$ cat src/common/ebt_pkg.sv
// Purpose: constants and types shared by the 8-bit pwm/interval timer
// Assumes: byte-wide register port, one clock, synchronous reset
// Notes:   registers sit at their full byte addresses on the port
//
// Notes on behaviour
// - with the enable bit low the counter is held at zero, and setting it starts counting on the chosen count clock.
// - the clock select field picks the undivided clock, divide by 2, 4, 64, 1024 or the cascaded timer output; other codes are not allowed.
// - the mode field in bits 3..2 selects interval mode for 00 and pwm mode for 10; other codes are not allowed.
// - the output level bit in bit 1 sets the default level of the timer output, low for 0 and high for 1.
// - the output enable bit in bit 0 gates the timer output pin, off for 0 and on for 1.
// - the duty register marks where the output goes inactive and may be rewritten while running.
// - after enabling the counter is compared with the period first; a match clears it and raises the interrupt, and in pwm mode drives active and moves to duty.
// - a duty match drives the inactive level and moves back to period, without clearing the counter or pulsing the compare match interrupt.

package ebt_pkg;

  // register byte addresses
  localparam logic [15:0] EBT_ADDR_MODE   = 16'hff69;
  localparam logic [15:0] EBT_ADDR_PERIOD = 16'hff6a;
  localparam logic [15:0] EBT_ADDR_DUTY   = 16'hff6b;
  localparam logic [15:0] EBT_ADDR_STATUS = 16'hff6c;
  localparam logic [15:0] EBT_ADDR_MASK   = 16'hff6d;
  localparam logic [15:0] EBT_ADDR_COUNT  = 16'hff6e;

  // reset values
  localparam logic [7:0] EBT_MODE_RST   = 8'h00;
  localparam logic [7:0] EBT_PERIOD_RST = 8'h00;
  localparam logic [7:0] EBT_DUTY_RST   = 8'h00;
  localparam logic [1:0] EBT_MASK_RST   = 2'h0;

  // status and mask bit positions
  localparam int EBT_STAT_PERIOD = 0;
  localparam int EBT_STAT_DUTY   = 1;
  localparam int EBT_STAT_W      = 2;

  // clock select codes
  localparam logic [2:0] EBT_CKS_DIV1    = 3'h0;
  localparam logic [2:0] EBT_CKS_DIV2    = 3'h1;
  localparam logic [2:0] EBT_CKS_DIV4    = 3'h2;
  localparam logic [2:0] EBT_CKS_DIV64   = 3'h3;
  localparam logic [2:0] EBT_CKS_DIV1024 = 3'h4;
  localparam logic [2:0] EBT_CKS_CASCADE = 3'h5;

  // prescaler width and terminal masks for each division
  localparam int          EBT_DIV_W       = 10;
  localparam logic [9:0]  EBT_MASK_DIV2   = 10'h001;
  localparam logic [9:0]  EBT_MASK_DIV4   = 10'h003;
  localparam logic [9:0]  EBT_MASK_DIV64  = 10'h03f;
  localparam logic [9:0]  EBT_MASK_DIV1K  = 10'h3ff;

  // operating mode codes
  localparam logic [1:0] EBT_MODE_INTERVAL = 2'h0;
  localparam logic [1:0] EBT_MODE_PWM      = 2'h2;

  // mode control register layout, bit 7 down to bit 0
  typedef struct packed {
    logic       count_enable_bit;
    logic [2:0] clock_select;
    logic [1:0] operating_mode;
    logic       default_output_level;
    logic       output_pin_enable;
  } ebt_mode_s;

  // which compare register the counter is checked against
  typedef enum logic [1:0] {
    EBT_CMP_PERIOD = 2'b01,
    EBT_CMP_DUTY   = 2'b10
  } ebt_cmp_e;

  // timer core state
  typedef struct packed {
    ebt_mode_s  mode;
    logic [7:0] period;
    logic [7:0] duty;
    logic [1:0] mask;
    logic [7:0] count;
    ebt_cmp_e   cmp_sel;
    logic       active;
    logic       pin;
    logic       oe;
    logic       pulse;
    logic       irq;
    logic [7:0] rd_data;
  } ebt_core_s;

  // prescaler state
  typedef struct packed {
    logic [9:0] div;
    logic       casc_d;
    logic       tick;
  } ebt_presc_s;

endpackage : ebt_pkg

$ cat src/rtl/ebt_sticky.sv
// Purpose: one sticky event flag, set by hardware, cleared by software
// Assumes: set and clear may land in the same cycle
// Notes:   set wins so an event is never lost on a clear
`timescale 1ns/1ps

module ebt_sticky (
  // clock and control
  input  wire logic clk_in,
  input  wire logic rst_in,
  input  wire logic ce_in,
  // flag access
  input  wire logic set_in,
  input  wire logic clr_in,
  output logic      flag_out
);

  logic flag_reg;
  logic flag_next;

  always_comb begin
    flag_next = set_in | (flag_reg & ~clr_in);
  end

  always_ff @(posedge clk_in) begin
    if (rst_in) begin
      flag_reg <= 1'b0;
    end else if (ce_in) begin
      flag_reg <= flag_next;
    end
  end

  assign flag_out = flag_reg;

endmodule : ebt_sticky

$ cat src/rtl/ebt_prescaler.sv
// Purpose: count clock source for the timer core
// Assumes: cascade input is synchronous to clk_in
// Notes:   tick is registered; one cycle long except on the undivided clock, where it stays high
`timescale 1ns/1ps

module ebt_prescaler (
  // clock and control
  input  wire logic       clk_in,
  input  wire logic       rst_in,
  input  wire logic       ce_in,
  // selection
  input  wire logic       run_in,
  input  wire logic [2:0] sel_in,
  input  wire logic       cascade_in,
  // count clock
  output logic            tick_out
);

  ebt_pkg::ebt_presc_s st_reg;
  ebt_pkg::ebt_presc_s st_next;

  always_comb begin
    st_next        = st_reg;
    st_next.casc_d = cascade_in;
    // divider restarts with each enable so the first period is full
    st_next.div    = run_in ? st_reg.div + 10'h001 : 10'h000;
    case (sel_in)
      ebt_pkg::EBT_CKS_DIV1: begin
        st_next.tick = run_in;
      end
      ebt_pkg::EBT_CKS_DIV2: begin
        st_next.tick = run_in && ((st_reg.div & ebt_pkg::EBT_MASK_DIV2)
                                  == ebt_pkg::EBT_MASK_DIV2);
      end
      ebt_pkg::EBT_CKS_DIV4: begin
        st_next.tick = run_in && ((st_reg.div & ebt_pkg::EBT_MASK_DIV4)
                                  == ebt_pkg::EBT_MASK_DIV4);
      end
      ebt_pkg::EBT_CKS_DIV64: begin
        st_next.tick = run_in && ((st_reg.div & ebt_pkg::EBT_MASK_DIV64)
                                  == ebt_pkg::EBT_MASK_DIV64);
      end
      ebt_pkg::EBT_CKS_DIV1024: begin
        st_next.tick = run_in && ((st_reg.div & ebt_pkg::EBT_MASK_DIV1K)
                                  == ebt_pkg::EBT_MASK_DIV1K);
      end
      ebt_pkg::EBT_CKS_CASCADE: begin
        st_next.tick = run_in && cascade_in && !st_reg.casc_d;
      end
      default: begin
        // prohibited codes give no count clock
        st_next.tick = 1'b0;
      end
    endcase
  end

  always_ff @(posedge clk_in) begin
    if (rst_in) begin
      st_reg <= '0;
    end else if (ce_in) begin
      st_reg <= st_next;
    end
  end

  assign tick_out = st_reg.tick;

endmodule : ebt_prescaler

$ cat src/rtl/ebt_timer.sv
// Purpose: 8-bit timer with interval and pwm output modes
// Assumes: byte register port, read data one cycle after the strobe
// Notes:   status bits clear on read; counting freezes with ce_in low
`timescale 1ns/1ps

module ebt_timer (
  // clock, reset and clock enable
  input  wire logic        clk_in,
  input  wire logic        rst_in,
  input  wire logic        ce_in,
  // register port
  input  wire logic [15:0] addr_in,
  input  wire logic [7:0]  wr_data_in,
  input  wire logic        wr_en_in,
  input  wire logic        rd_en_in,
  output logic      [7:0]  rd_data_out,
  // count source
  input  wire logic        cascaded_timer_output_in,
  // timer output
  output logic             pwm_output_pin_out,
  output logic             pwm_output_oe_out,
  // interrupts
  output logic             compare_match_interrupt_out,
  output logic             irq_out
);

  ebt_pkg::ebt_core_s st_reg;
  ebt_pkg::ebt_core_s st_next;

  logic                          tick;
  logic                          mode_ok;
  logic                          pwm_mode;
  logic                          period_hit;
  logic                          duty_hit;
  logic                          stat_clr;
  logic [ebt_pkg::EBT_STAT_W-1:0] stat_set;
  logic [ebt_pkg::EBT_STAT_W-1:0] stat;

  // count clock source
  ebt_prescaler u_presc (
    .clk_in     (clk_in),
    .rst_in     (rst_in),
    .ce_in      (ce_in),
    .run_in     (st_reg.mode.count_enable_bit),
    .sel_in     (st_reg.mode.clock_select),
    .cascade_in (cascaded_timer_output_in),
    .tick_out   (tick)
  );

  // sticky status flags, one per event
  genvar gi;
  generate
    for (gi = 0; gi < ebt_pkg::EBT_STAT_W; gi++) begin : g_stat
      ebt_sticky u_flag (
        .clk_in   (clk_in),
        .rst_in   (rst_in),
        .ce_in    (ce_in),
        .set_in   (stat_set[gi]),
        .clr_in   (stat_clr),
        .flag_out (stat[gi])
      );
    end
  endgenerate

  // mode decode
  always_comb begin
    pwm_mode = (st_reg.mode.operating_mode == ebt_pkg::EBT_MODE_PWM);
    // prohibited mode codes simply stall the counter
    mode_ok  = pwm_mode ||
               (st_reg.mode.operating_mode == ebt_pkg::EBT_MODE_INTERVAL);
  end

  // compare events
  always_comb begin
    period_hit = 1'b0;
    duty_hit   = 1'b0;
    if (st_reg.mode.count_enable_bit && tick && mode_ok) begin
      case (st_reg.cmp_sel)
        ebt_pkg::EBT_CMP_PERIOD: begin
          period_hit = (st_reg.count == st_reg.period);
        end
        ebt_pkg::EBT_CMP_DUTY: begin
          // duty is read live, so a rewrite while running takes effect
          duty_hit = pwm_mode && (st_reg.count == st_reg.duty);
        end
        default: begin
          period_hit = 1'b0;
        end
      endcase
    end
    stat_set                           = '0;
    stat_set[ebt_pkg::EBT_STAT_PERIOD] = period_hit;
    stat_set[ebt_pkg::EBT_STAT_DUTY]   = duty_hit;
  end

  // a read of the status register clears it; a set in that cycle wins
  always_comb begin
    stat_clr = rd_en_in && (addr_in == ebt_pkg::EBT_ADDR_STATUS);
  end

  // next state of the core
  always_comb begin
    st_next       = st_reg;
    st_next.pulse = 1'b0;

    // register writes
    if (wr_en_in) begin
      case (addr_in)
        ebt_pkg::EBT_ADDR_MODE: begin
          st_next.mode = ebt_pkg::ebt_mode_s'(wr_data_in);
        end
        ebt_pkg::EBT_ADDR_PERIOD: begin
          // no lockout while counting; software keeps off it
          st_next.period = wr_data_in;
        end
        ebt_pkg::EBT_ADDR_DUTY: begin
          st_next.duty = wr_data_in;
        end
        ebt_pkg::EBT_ADDR_MASK: begin
          st_next.mask = wr_data_in[ebt_pkg::EBT_STAT_W-1:0];
        end
        default: begin
          st_next.mask = st_reg.mask;
        end
      endcase
    end

    // register reads, data valid only in the following cycle
    st_next.rd_data = 8'h00;
    if (rd_en_in) begin
      case (addr_in)
        ebt_pkg::EBT_ADDR_MODE: begin
          st_next.rd_data = st_reg.mode;
        end
        ebt_pkg::EBT_ADDR_PERIOD: begin
          st_next.rd_data = st_reg.period;
        end
        ebt_pkg::EBT_ADDR_DUTY: begin
          st_next.rd_data = st_reg.duty;
        end
        ebt_pkg::EBT_ADDR_STATUS: begin
          st_next.rd_data = {6'h00, stat};
        end
        ebt_pkg::EBT_ADDR_MASK: begin
          st_next.rd_data = {6'h00, st_reg.mask};
        end
        ebt_pkg::EBT_ADDR_COUNT: begin
          st_next.rd_data = st_reg.count;
        end
        default: begin
          st_next.rd_data = 8'h00;
        end
      endcase
    end

    // counter and compare sequencing
    if (!st_reg.mode.count_enable_bit) begin
      // stopped: counter cleared, period compared first on restart
      st_next.count   = 8'h00;
      st_next.cmp_sel = ebt_pkg::EBT_CMP_PERIOD;
      st_next.active  = 1'b0;
    end else if (period_hit) begin
      st_next.count = 8'h00;
      st_next.pulse = 1'b1;
      if (pwm_mode) begin
        st_next.active  = 1'b1;
        st_next.cmp_sel = ebt_pkg::EBT_CMP_DUTY;
      end else begin
        // interval output toggles on each match, a square wave
        st_next.active  = ~st_reg.active;
        st_next.cmp_sel = ebt_pkg::EBT_CMP_PERIOD;
      end
    end else if (duty_hit) begin
      // no clear and no interrupt pulse here
      st_next.active  = 1'b0;
      st_next.cmp_sel = ebt_pkg::EBT_CMP_PERIOD;
      st_next.count   = st_reg.count + 8'h01;
    end else if (tick && mode_ok) begin
      // wraps past ffh if duty is not below period
      st_next.count = st_reg.count + 8'h01;
    end

    // output pin: active level is the inverse of the default level
    st_next.oe  = st_next.mode.output_pin_enable;
    st_next.pin = st_next.mode.output_pin_enable &
                  (st_next.active ^
                   st_next.mode.default_output_level);

    // level interrupt follows the flags one cycle late
    st_next.irq = |(stat & st_reg.mask);
  end

  always_ff @(posedge clk_in) begin
    if (rst_in) begin
      st_reg         <= '0;
      st_reg.mode    <= ebt_pkg::ebt_mode_s'(ebt_pkg::EBT_MODE_RST);
      st_reg.period  <= ebt_pkg::EBT_PERIOD_RST;
      st_reg.duty    <= ebt_pkg::EBT_DUTY_RST;
      st_reg.mask    <= ebt_pkg::EBT_MASK_RST;
      st_reg.cmp_sel <= ebt_pkg::EBT_CMP_PERIOD;
    end else if (ce_in) begin
      st_reg <= st_next;
    end
  end

  // outputs straight from state flops
  assign rd_data_out                 = st_reg.rd_data;
  assign pwm_output_pin_out          = st_reg.pin;
  assign pwm_output_oe_out           = st_reg.oe;
  assign compare_match_interrupt_out = st_reg.pulse;
  assign irq_out                     = st_reg.irq;

endmodule : ebt_timer

$ cat config.mk
export PLATFORM = sky130hd
export DESIGN_NAME = ebt_timer
export DESIGN_NICKNAME = d
export VERILOG_FILES = /design/src/common/ebt_pkg.sv /design/src/rtl/ebt_sticky.sv /design/src/rtl/ebt_prescaler.sv /design/src/rtl/ebt_timer.sv
export SDC_FILE = /design/constraint.sdc
export NUM_CORES = 1
export LEC_CHECK = 0
export CAP_MARGIN = 20
export CORE_MARGIN = 2
export CORE_UTILIZATION = 35
export DETAILED_ROUTE_END_ITERATION = 6
export DONT_BUFFER_PORTS = 1
export PLACE_DENSITY_LB_ADDON = 0.2
export SYNTH_ARGS = -nofsm -noshare
export SYNTH_HDL_FRONTEND = slang
export SYNTH_SLANG_ARGS = --single-unit
$ cat constraint.sdc
create_clock -name clk_in -period 1.9 [get_ports clk_in]
set_input_delay 0.095 -clock clk_in [delete_from_list [all_inputs] [get_ports clk_in]]
set_output_delay 0.095 -clock clk_in [all_outputs]
set_load 0.02 [all_outputs]
==> impl_metrics.csv, run 1 <==
group,metric,value,unit
floorplanning,core_area,8806,µm²
global_route,grt_usage,0.1785,
sta,tightest_slew,0.9891,ns
finish,final_net_count,418,
sta,rsz0062_at_grt,"yes",
power,vdd_ir_drop_max,394.6,µV
floorplanning,die_width,99.54,µm
power,power.internal,2.099,mW
floorplanning,die_h,99.54,µm
power,leakage,1.377,nW
cts,clockBufferDepth,2,
yosys,avgSynthCellArea,8.680,µm²
critical_path,crit_path_end_kind,"register",
finish,area_growth,18.10,%
run,drv_cap,0,
global_route,grt_pass1_wl,13.73,mm
cts,clk_pin_slew,0.07,ns
yosys,synth.top_cells.by_count,"62 x dfxtp_1, 49 x nor2_1, 37 x mux2i_1",
place,portBuffers,0,
global_route,grt_antenna_before_repair,0,
detailed_routing,drt_iter0_markers,101,
cts,cts_buffers,9,
power,p_seq_frac,0.479,
power,p_total,2.725,mW
yosys,synth_top_area_frac,0.3886,
critical_path,crit_path_start_kind,"register",
critical_path,arrival,2.13,ns
yosys,synth-edff-count,0,
sta,timing.final.crit_share,0.9996,
cts,cts-root-buf,"clkbuf_8",
critical_path,worst-path-max-fanout,5,
sta,setup_viol,0,
detailed_routing,wl,8.310,mm
finish,diodes,0,
global_route,gr-total-overflow,0,
detailed_routing,wl_per_cell,16.65,µm
global_route,grt.busiest_layer,"met2",
detailed_routing,ant_nets,0,
detailed_routing,firstDrtPassIters,4,
yosys,synth.yosys.seq_area_share,0.3886,
power,power_density,722.5,nW/µm²
critical_path,path_class,"register to register",
sta,slew_violations,0,
yosys,async_reset_ff_frac,0,
power,switching_share,0.2300,
yosys,syn_area,3194,µm²
sta,maxSlewHeadroom,0.3384,
place,place.gp.congestion,0.8066,
detailed_routing,viasPerCell,5.212,
sta,final.setup.worst_slack,0.0006961,ns
global_route,grt_util_met1,0.2427,
yosys,ys_ff_latch,62,
cts,cts_tree,"built",
finish,layout-drive-gt1-share,0.1535,
place,dp_cells,466,
power,power.net_switching,0.6269,mW
finish,largest_register_ffs,36,
sta,period_needed,1.899,ns
detailed_routing,vias,2601,
place,pre_cts_ws,-0.002483,ns
yosys,synth_nets,400,
finish,finalNonFillerCells,499,
cts,cts_sinks,62,
power,pwr-share-clk,0.478,
floorplanning,die_area,9907,µm²
power,p_comb_frac,0.043,
min_path,hp-class,"primary input to register",
sta,finalClockSkew,0.007833,ns
global_route,grt_util_met2,0.2781,
critical_path,crit_required,2.13,ns
cts,clkLatencyLatePin,0.34,ns
finish,final_core_util,0.4284,
global_route,grt_max_degree,46,
finish,fillers,884,
sta,fmax,0.5265,GHz
yosys,yosysUniqueCellTypes,49,
place,hpwl,5.474,mm
global_route,grt_pass1_vias,2643,
floorplanning,boundaryPins,42,
status,status,"finished, final reports clean",
global_route,met3_usage,0.04708,
yosys,synth_area_leaders,"dfxtp_1 39%, mux2i_1 12%, nor2_1 5.8%",
floorplanning,initial_core_util,0.3627,
yosys,syn-instance-count,368,
cts,htreeDepth,3,
sta,hold_viol,0,
yosys,yosysWarnings,0,
yosys,yosysMostFrequentCell,"dfxtp_1",
yosys,synth_largest_area_cell,"dfxtp_1",
floorplanning,rows,34,
detailed_routing,drc,0,
yosys,synth-main-ff-cell,"dfxtp_1",
==> repair_timing <==
action                     CTS  global route
hold buffers                13             0
setup buffers                0             4
hold endpoints to repair    49             0
setup endpoints to repair    1            10
pin swaps                    1             6
resized for setup            2            11
==> layout make-up <==
class	count	area, µm²	area share
tap	108	135.1	0.03582
multi-input combinational	276	1854	0.4915
clock inverter	7	97.59	0.02587
clock buffer	9	123.9	0.03284
sequential	62	1249	0.3310
inverter	2	7.507	0.001990
timing repair buffer	35	305.3	0.08093
==> per-stage QoR <==
| step | instance area, µm² | hold slack [ns] | TNS [ns] |
|---|---|---|---|
| 2_1_floorplan | 3194 | 0.2310 | 0 |
| 3_3_place_gp | 3328 | 0.1698 | -0.0003659 |
| 3_5_place_dp | 3328 | 0.1710 | -0.002483 |
| 4_1_cts | 3701 | 0.001790 | 0 |
| 5_1_grt | 3772 | 0.02658 | -0.09294 |
| 6_report | 3772 | 0.01269 | 0 |
==> power groups by stage <==
| stage | Combinational (mW) | Clock (mW) | Sequential (mW) |
|---|---|---|---|
| 6_report | 0.117 | 1.30 | 1.30 |
| 5_1_grt | 0.126 | 1.40 | 1.31 |
| 4_1_cts | 0.116 | 1.34 | 1.31 |
| 3_5_place_dp | 0.0581 | 0 | 1.34 |
| 3_3_place_gp | 0.0580 | 0 | 1.34 |
| 2_1_floorplan | 0.0789 | 0 | 1.34 |
==> worst paths after layout <==
| kind | from | to | slack (ns) | depth (start not counted) |
|---|---|---|---|---|
| worst max-delay path | st_reg[43]$_SDFFE_PP0P_ | pwm_output_pin_out$_SDFFE_PP0P_ | 0.0007 | 6 |
| worst min-delay path | ce_in | u_presc.st_reg[5]$_SDFFE_PP0P_ | 0.01 | 3 |
| worst max register to register | st_reg[43]$_SDFFE_PP0P_ | pwm_output_pin_out$_SDFFE_PP0P_ | 0.0007 | 6 |
| worst min register to register | g_stat[0].u_flag.flag_out$_SDFFE_PP0P_ | g_stat[0].u_flag.flag_out$_SDFFE_PP0P_ | 0.48 | 2 |
==> routing by layer <==
| metal | vias up | part of all wire |
|---|---|---|
| met5 | - | 0 |
| met4 | 0 | 0.014 |
| met3 | 10 | 0.054 |
| met2 | 65 | 0.45 |
| met1 | 1219 | 0.48 |
| li1 | 1307 | - |
==> cells by family (layout without fill, tap and decap cells) <==
family / Yosys count / after routing / synth area share
AO/OA/AOI/OAI: 49 / 49 / 0.08892
XOR/XNOR: 31 / 31 / 0.08500
adder cells (fa/ha/maj): 2 / 2 / 0.007833
buffers and inverters: 30 / 53 / 0.04504
flip-flops: 62 / 62 / 0.3886
multiplexers: 38 / 38 / 0.1195
AND/OR/NAND/NOR: 156 / 156 / 0.2652
==> critical path, stage by stage (launching register included) <==
cell     delay (ns)
dfxtp_4        0.36
and3b_2        0.25
nand4_1        0.18
or3_1          0.41
a21oi_2        0.21
nor4_2         0.07
or3_1          0.30
==> layout by cell type, fill, tap and decap left out, drive strengths merged, types with 3 or more instances in the layout <==
cell	netlist	final
dfxtp	62	62
nor2	49	49
mux2i	37	37
nand2	34	34
a21oi	27	27
buf	13	23
xnor2	18	18
xor2	13	13
nand3	13	13
nand4	12	12
dlygate4sd3	0	12
nand2b	9	9
clkbuf	15	9
nor2b	7	7
o22ai	6	6
nor3	6	6
o21ai	5	5
nand3b	5	5
and3	4	4
or3	3	3
inv	2	3
nor4bb	3	3
Power figures use the tool's default switching activity.
==> inputs of run 2 (changes only) <==
--- a/config.mk
+++ b/config.mk
@@ -6,11 +6,14 @@
 export NUM_CORES = 1
 export LEC_CHECK = 0
 export CAP_MARGIN = 20
+export CELL_PAD_IN_SITES_DETAIL_PLACEMENT = 0
+export CELL_PAD_IN_SITES_GLOBAL_PLACEMENT = 1
 export CORE_MARGIN = 2
 export CORE_UTILIZATION = 35
 export DETAILED_ROUTE_END_ITERATION = 6
 export DONT_BUFFER_PORTS = 1
 export PLACE_DENSITY_LB_ADDON = 0.2
+export SETUP_SLACK_MARGIN = 0.15
 export SYNTH_ARGS = -nofsm -noshare
 export SYNTH_HDL_FRONTEND = slang
 export SYNTH_SLANG_ARGS = --single-unit
==> impl_metrics.csv, run 2 (synthesis gave the netlist of run 1 again) <==
group,metric,value,unit
status,status,"finished, final reports clean",
finish,largest_register_ffs,36,
detailed_routing,viasPerCell,5.224,
detailed_routing,wl,8.687,mm
critical_path,crit_path_end_kind,"register",
sta,slew_violations,0,
power,p_total,2.581,mW
power,power_density,682.7,nW/µm²
critical_path,crit_path_start_kind,"register",
finish,layout-drive-gt1-share,0.1816,
global_route,grt_max_degree,46,
critical_path,r2r_setup_slack,0.08,ns
floorplanning,die_area,9907,µm²
floorplanning,rows,34,
critical_path,arrival,2.06,ns
critical_path,worst-path-max-fanout,3,
cts,clockBufferDepth,2,
global_route,grt_antenna_before_repair,0,
detailed_routing,drt_iter0_markers,89,
detailed_routing,vias,2607,
cts,cts_buffers,9,
power,leakage,1.376,nW
detailed_routing,firstDrtPassIters,4,
cts,clkLatencyLatePin,0.35,ns
sta,finalClockSkew,0.01153,ns
power,vdd_ir_drop_max,252.5,µV
critical_path,path_class,"register to register",
finish,fillers,882,
critical_path,timing.rr.start,"st_reg[40]$_SDFFE_PP0P_",
detailed_routing,ant_nets,0,
min_path,hp-class,"primary input to register",
detailed_routing,wl_per_cell,17.41,µm
min_path,whs_path_depth,3,
global_route,gr-total-overflow,0,
floorplanning,boundaryPins,42,
min_path,hp-start,"ce_in",
floorplanning,die_h,99.54,µm
critical_path,rr_endpoint,"pwm_output_pin_out$_SDFFE_PP0P_",
finish,diodes,0,
finish,final_core_util,0.4292,
cts,htreeDepth,3,
sta,fmax,0.5480,GHz
critical_path,rr_worst_depth,6,
floorplanning,initial_core_util,0.3627,
detailed_routing,drc,0,
floorplanning,die_width,99.54,µm
finish,final_common_cell,"dfxtp_1",
finish,area_growth,18.33,%
place,place.gp.congestion,0.8107,
floorplanning,core_area,8806,µm²
min_path,min_to,"u_presc.st_reg[2]$_SDFFE_PP0P_",
sta,timing.final.crit_share,0.9605,
run,drv_cap,0,
cts,cts_sinks,62,
finish,mostFrequentLayoutCells,"52 x dfxtp_1, 48 x nor2_1, 37 x mux2i_1",
sta,setup_tns,0,ns
critical_path,crit_required,2.14,ns
sta,setup_viol,0,
sta,tightest_slew,0.9756,ns
sta,hold_viol,0,
sta,period_needed,1.825,ns
finish,final_net_count,418,
place,portBuffers,0,
cts,cts_tree,"built",
place,hpwl,5.701,mm
global_route,grt_usage,0.1847,
cts,clk_pin_slew,0.08,ns
global_route,grt_pass1_vias,2623,
sta,rsz0062_at_grt,"yes",
sta,maxSlewHeadroom,0.3496,
global_route,grt_pass1_wl,14.11,mm
cts,cts-root-buf,"clkbuf_8",
run 2: cell types whose count changed in the layout (fill, tap and decap cells not counted), moves of 2 or more:
cell	delta
dfxtp_2	+7
dfxtp_1	-6
clkinv_2	+3
xnor2_1	-3
xnor2_2	+3
dlygate4sd3_1	-2
run 2: critical path: stages (launching register included):
cell,delay [ns]
dfxtp_2,0.34
xnor2_2,0.19
nand4_1,0.20
o41ai_2,0.39
a21oi_2,0.08
nor4bb_2,0.18
or3_1,0.34
run 2: stage by stage:
| stage | instances | cell area [µm²] | hold WS [ns] | setup WS (ns) |
|---|---|---|---|---|
| CTS | 496 | 3689 | 0.007256 | 0.1174 |
| floorplan | 368 | 3198 | 0.2310 | 0.1119 |
| global route | 499 | 3780 | 0.04185 | 0.02594 |
| global placement | 468 | 3343 | 0.1689 | 0.04341 |
| detailed placement | 468 | 3343 | 0.1712 | 0.01962 |
| finish | 499 | 3780 | 0.02401 | 0.07510 |
run 2: power by group:
| group | switching, mW | internal [mW] | leakage (nW) |
|---|---|---|---|
| sequential | 0.00405 | 1.30 | 0.505 |
| combinational | 0.0629 | 0.0564 | 0.776 |
| clock | 0.559 | 0.596 | 0.0948 |
| total | 0.626 | 1.95 | 1.38 |
run 2: repair_timing:
action / CTS / global route
cloned: 0 / 0
resized for setup: 6 / 18
hold buffers: 12 / 0
setup endpoints to repair: 1 / 12
setup buffers: 0 / 3
hold endpoints to repair: 49 / 0
pin swaps: 6 / 14
run 2: routing by layer:
layer  part of all wire  up-vias  GRT usage
met1               0.48     1241     0.2497
met2               0.47       53     0.2817
li1                   -     1305          -
met5                  0        -          0
met4              0.012        0    0.06744
met3              0.036        8    0.05130
run 2: area by class of cell:
type	instances	area (µm²)	share of cell area
clock buffers	9	123.9	0.03277
flip-flops and latches	62	1254	0.3317
multi-input cells	276	1889	0.4998
clock inverters	7	65.06	0.01721
well taps	108	135.1	0.03575
inverters	2	7.507	0.001986
repair buffers	35	305.3	0.08077
run 2: worst max path at each step:
stage	start	end	slack [ns]	depth (start not counted)
finish	st_reg[40]$_SDFFE_PP0P_	pwm_output_pin_out$_SDFFE_PP0P_	0.08	6
detailed placement	st_reg[22]$_SDFFE_PP0P_	pwm_output_pin_out$_SDFFE_PP0P_	0.02	6
global route	st_reg[16]$_SDFFE_PP0P_	pwm_output_pin_out$_SDFFE_PP0P_	0.03	7
floorplan	st_reg[19]$_SDFFE_PP0P_	pwm_output_pin_out$_SDFFE_PP0P_	0.11	7
global placement	st_reg[22]$_SDFFE_PP0P_	pwm_output_pin_out$_SDFFE_PP0P_	0.04	6
CTS	st_reg[43]$_SDFFE_PP0P_	pwm_output_pin_out$_SDFFE_PP0P_	0.12	6
==> inputs of run 3 (changes only) <==
--- a/config.mk
+++ b/config.mk
@@ -16,4 +16,6 @@
 export SETUP_SLACK_MARGIN = 0.15
 export SYNTH_ARGS = -nofsm -noshare
 export SYNTH_HDL_FRONTEND = slang
+export SYNTH_HIERARCHICAL = 1
 export SYNTH_SLANG_ARGS = --single-unit
+export TNS_END_PERCENT = 100
==> impl_metrics.csv, run 3 <==
group,metric,value,unit
critical_path,rr_endpoint,"pwm_output_pin_out$_SDFFE_PP0P_",
yosys,synth_area_leaders,"dfxtp_1 38%, mux2i_1 10%, nor2_1 5.8%",
critical_path,rr_worst_depth,6,
critical_path,worst-path-max-fanout,2,
yosys,synth-edff-count,0,
yosys,synth.top_cells.by_count,"62 x dfxtp_1, 50 x nor2_1, 34 x mux2i_1",
finish,largest_register_ffs,36,
finish,final_net_count,428,
cts,cts_sinks,62,
place,pre_cts_ws,-0.06755,ns
detailed_routing,ant_nets,0,
yosys,yosysMostFrequentCell,"dfxtp_1",
cts,cts-root-buf,"clkbuf_8",
sta,maxSlewHeadroom,0.3751,
finish,layout-drive-gt1-share,0.2494,
sta,fmax,0.5053,GHz
min_path,whs_path_depth,3,
cts,cts_tree,"built",
sta,finalClockSkew,0.008104,ns
place,portBuffers,0,
floorplanning,boundaryPins,42,
status,status,"finished with violations",
yosys,yosysWarnings,6,
floorplanning,core_area,9153,µm²
yosys,synth.yosys.seq_area_share,0.3804,
sta,setup_viol,11,
place,hpwl,6.227,mm
finish,final_common_cell,"dfxtp_1",
global_route,grt_pass1_vias,2755,
floorplanning,die_area,10110,µm²
cts,clkLatencyLatePin,0.34,ns
detailed_routing,wl,8.914,mm
floorplanning,die_h,100.6,µm
finish,diodes,0,
critical_path,arrival,2.21,ns
global_route,grt_max_degree,47,
min_path,hp-class,"primary input to register",
run,drv_cap,0,
status,violations,"setup timing",
yosys,synth_nets,393,
yosys,synth_top_area_frac,0.3804,
critical_path,r2r_setup_slack,-0.08,ns
min_path,hp-start,"ce_in",
yosys,syn_area,3263,µm²
yosys,async_reset_ff_frac,0,
critical_path,crit_path_start_kind,"register",
min_path,min_to,"u_presc/st_reg[5]$_SDFFE_PP0P_",
cts,clk_pin_slew,0.07,ns
global_route,grt_usage,0.1887,
finish,area_growth,24.92,%
critical_path,crit_path_end_kind,"register",
power,vdd_ir_drop_max,442.8,µV
cts,clockBufferDepth,2,
yosys,ys_ff_latch,62,
sta,tightest_slew,0.9358,ns
critical_path,timing.rr.start,"st_reg[34]$_SDFFE_PP0P_",
critical_path,path_class,"register to register",
finish,mostFrequentLayoutCells,"55 x dfxtp_1, 45 x nor2_1, 33 x mux2i_1",
floorplanning,rows,35,
global_route,grt_antenna_before_repair,0,
detailed_routing,drc,0,
sta,hold_viol,0,
critical_path,crit_required,2.13,ns
detailed_routing,wl_per_cell,17.41,µm
detailed_routing,vias,2759,
sta,rsz0062_at_grt,"yes",
global_route,grt_pass1_wl,14.75,mm
yosys,syn-instance-count,361,
sta,period_needed,1.979,ns
yosys,avgSynthCellArea,9.039,µm²
yosys,synth_largest_area_cell,"dfxtp_1",
sta,fin_hold_ws,0.01529,ns
sta,slew_violations,0,
detailed_routing,viasPerCell,5.389,
detailed_routing,drt_iter0_markers,109,
sta,final.setup.worst_slack,-0.07890,ns
place,dp_cells,480,
floorplanning,die_width,100.6,µm
detailed_routing,firstDrtPassIters,5,
finish,finalNonFillerCells,512,
global_route,gr-total-overflow,0,
power,power_density,702.8,nW/µm²
yosys,synth-main-ff-cell,"dfxtp_1",
place,place.gp.congestion,0.8189,
yosys,yosysUniqueCellTypes,53,
cts,htreeDepth,3,
power,leakage,1.454,nW
floorplanning,initial_core_util,0.3565,
cts,cts_buffers,9,
sta,timing.final.crit_share,1.042,
-- run 3: cell types whose count changed after synthesis, moves of 5 or more --
cell       before  now
a21oi_1        27   13
inv_1           2   11
a2bb2oi_1       0    5
xnor2_1        18   10
nand2_1        34   22
-- run 3: per-layer routing --
metal | wire length, µm | global-route usage
met3 | 493 | 0.04577
met1 | 4239 | 0.2542
met5 | 0 | 0
met2 | 4045 | 0.3025
met4 | 135 | 0.05058
-- run 3: worst max-delay path, cell delays in order (launching register included) --
cell	delay (ns)
dfxtp_2	0.33
xor2_1	0.15
or4_4	0.55
nor3_4	0.17
mux2i_2	0.29
a2111oi_2	0.10
a311o_1	0.27
-- run 3: worst max path at each step --
stage / from / to / slack (ns) / cells past startpoint
floorplan: st_reg[16]$_SDFFE_PP0P_ / pwm_output_pin_out$_SDFFE_PP0P_ / -0.19 / 7
global placement: st_reg[34]$_SDFFE_PP0P_ / pwm_output_pin_out$_SDFFE_PP0P_ / -0.02 / 6
detailed placement: st_reg[34]$_SDFFE_PP0P_ / pwm_output_pin_out$_SDFFE_PP0P_ / -0.07 / 6
CTS: st_reg[34]$_SDFFE_PP0P_ / pwm_output_pin_out$_SDFFE_PP0P_ / -0.07 / 6
global route: st_reg[34]$_SDFFE_PP0P_ / pwm_output_pin_out$_SDFFE_PP0P_ / -0.15 / 6
finish: st_reg[34]$_SDFFE_PP0P_ / pwm_output_pin_out$_SDFFE_PP0P_ / -0.08 / 6
-- run 3: layout make-up --
type                            count  area (µm²)
Inverter                           11       41.29
Tap cell                          111       138.9
Multi-Input combinational cell    262        1946
Timing Repair Buffer               50       450.4
Clock buffer                       11       141.4
Clock inverter                      5       106.4
Sequential cell                    62        1252
Fill cell                         898        5076
-- run 3: cell families (layout without fill, tap and decap cells) --
kind of cell	Yosys count	in the layout	synth area share
compound gates	55	55	0.1254
xor+xnor	26	26	0.06978
fa+ha+maj	2	2	0.007667
buf+inv	37	77	0.05521
flops	62	62	0.3804
mux	38	38	0.1181
simple gates	141	141	0.2435
-- run 3: stage by stage --
stage / area, µm² / total power, mW / util / setup TNS (ns)
after floorplan: 3307 / 1.401 / - / -0.2089
after global placement: 3547 / 1.387 / 0.3876 / -0.02382
after detailed placement: 3547 / 1.387 / 0.3876 / -0.08226
after CTS: 4010 / 2.899 / 0.4381 / -0.4345
after global routing: 4076 / 2.950 / 0.4454 / -1.193
final: 4076 / 2.865 / 0.4454 / -0.2458
-- run 3: timing repair --
item,in CTS,in global routing
endpoints found under the setup margin,10,25
resized for setup,20,16
endpoints found under the hold margin,54,0
hold buffers,11,0
buffers inserted,3,2
pin swaps,17,5
-- run 3: where the power goes --
part	leakage, nW	internal (mW)	total, mW	switching (mW)
combinational	0.831	0.0431	0.111	0.0677
clock	0.120	0.910	1.45	0.542
sequential	0.503	1.30	1.30	0.00245
total	1.45	2.25	2.87	0.612
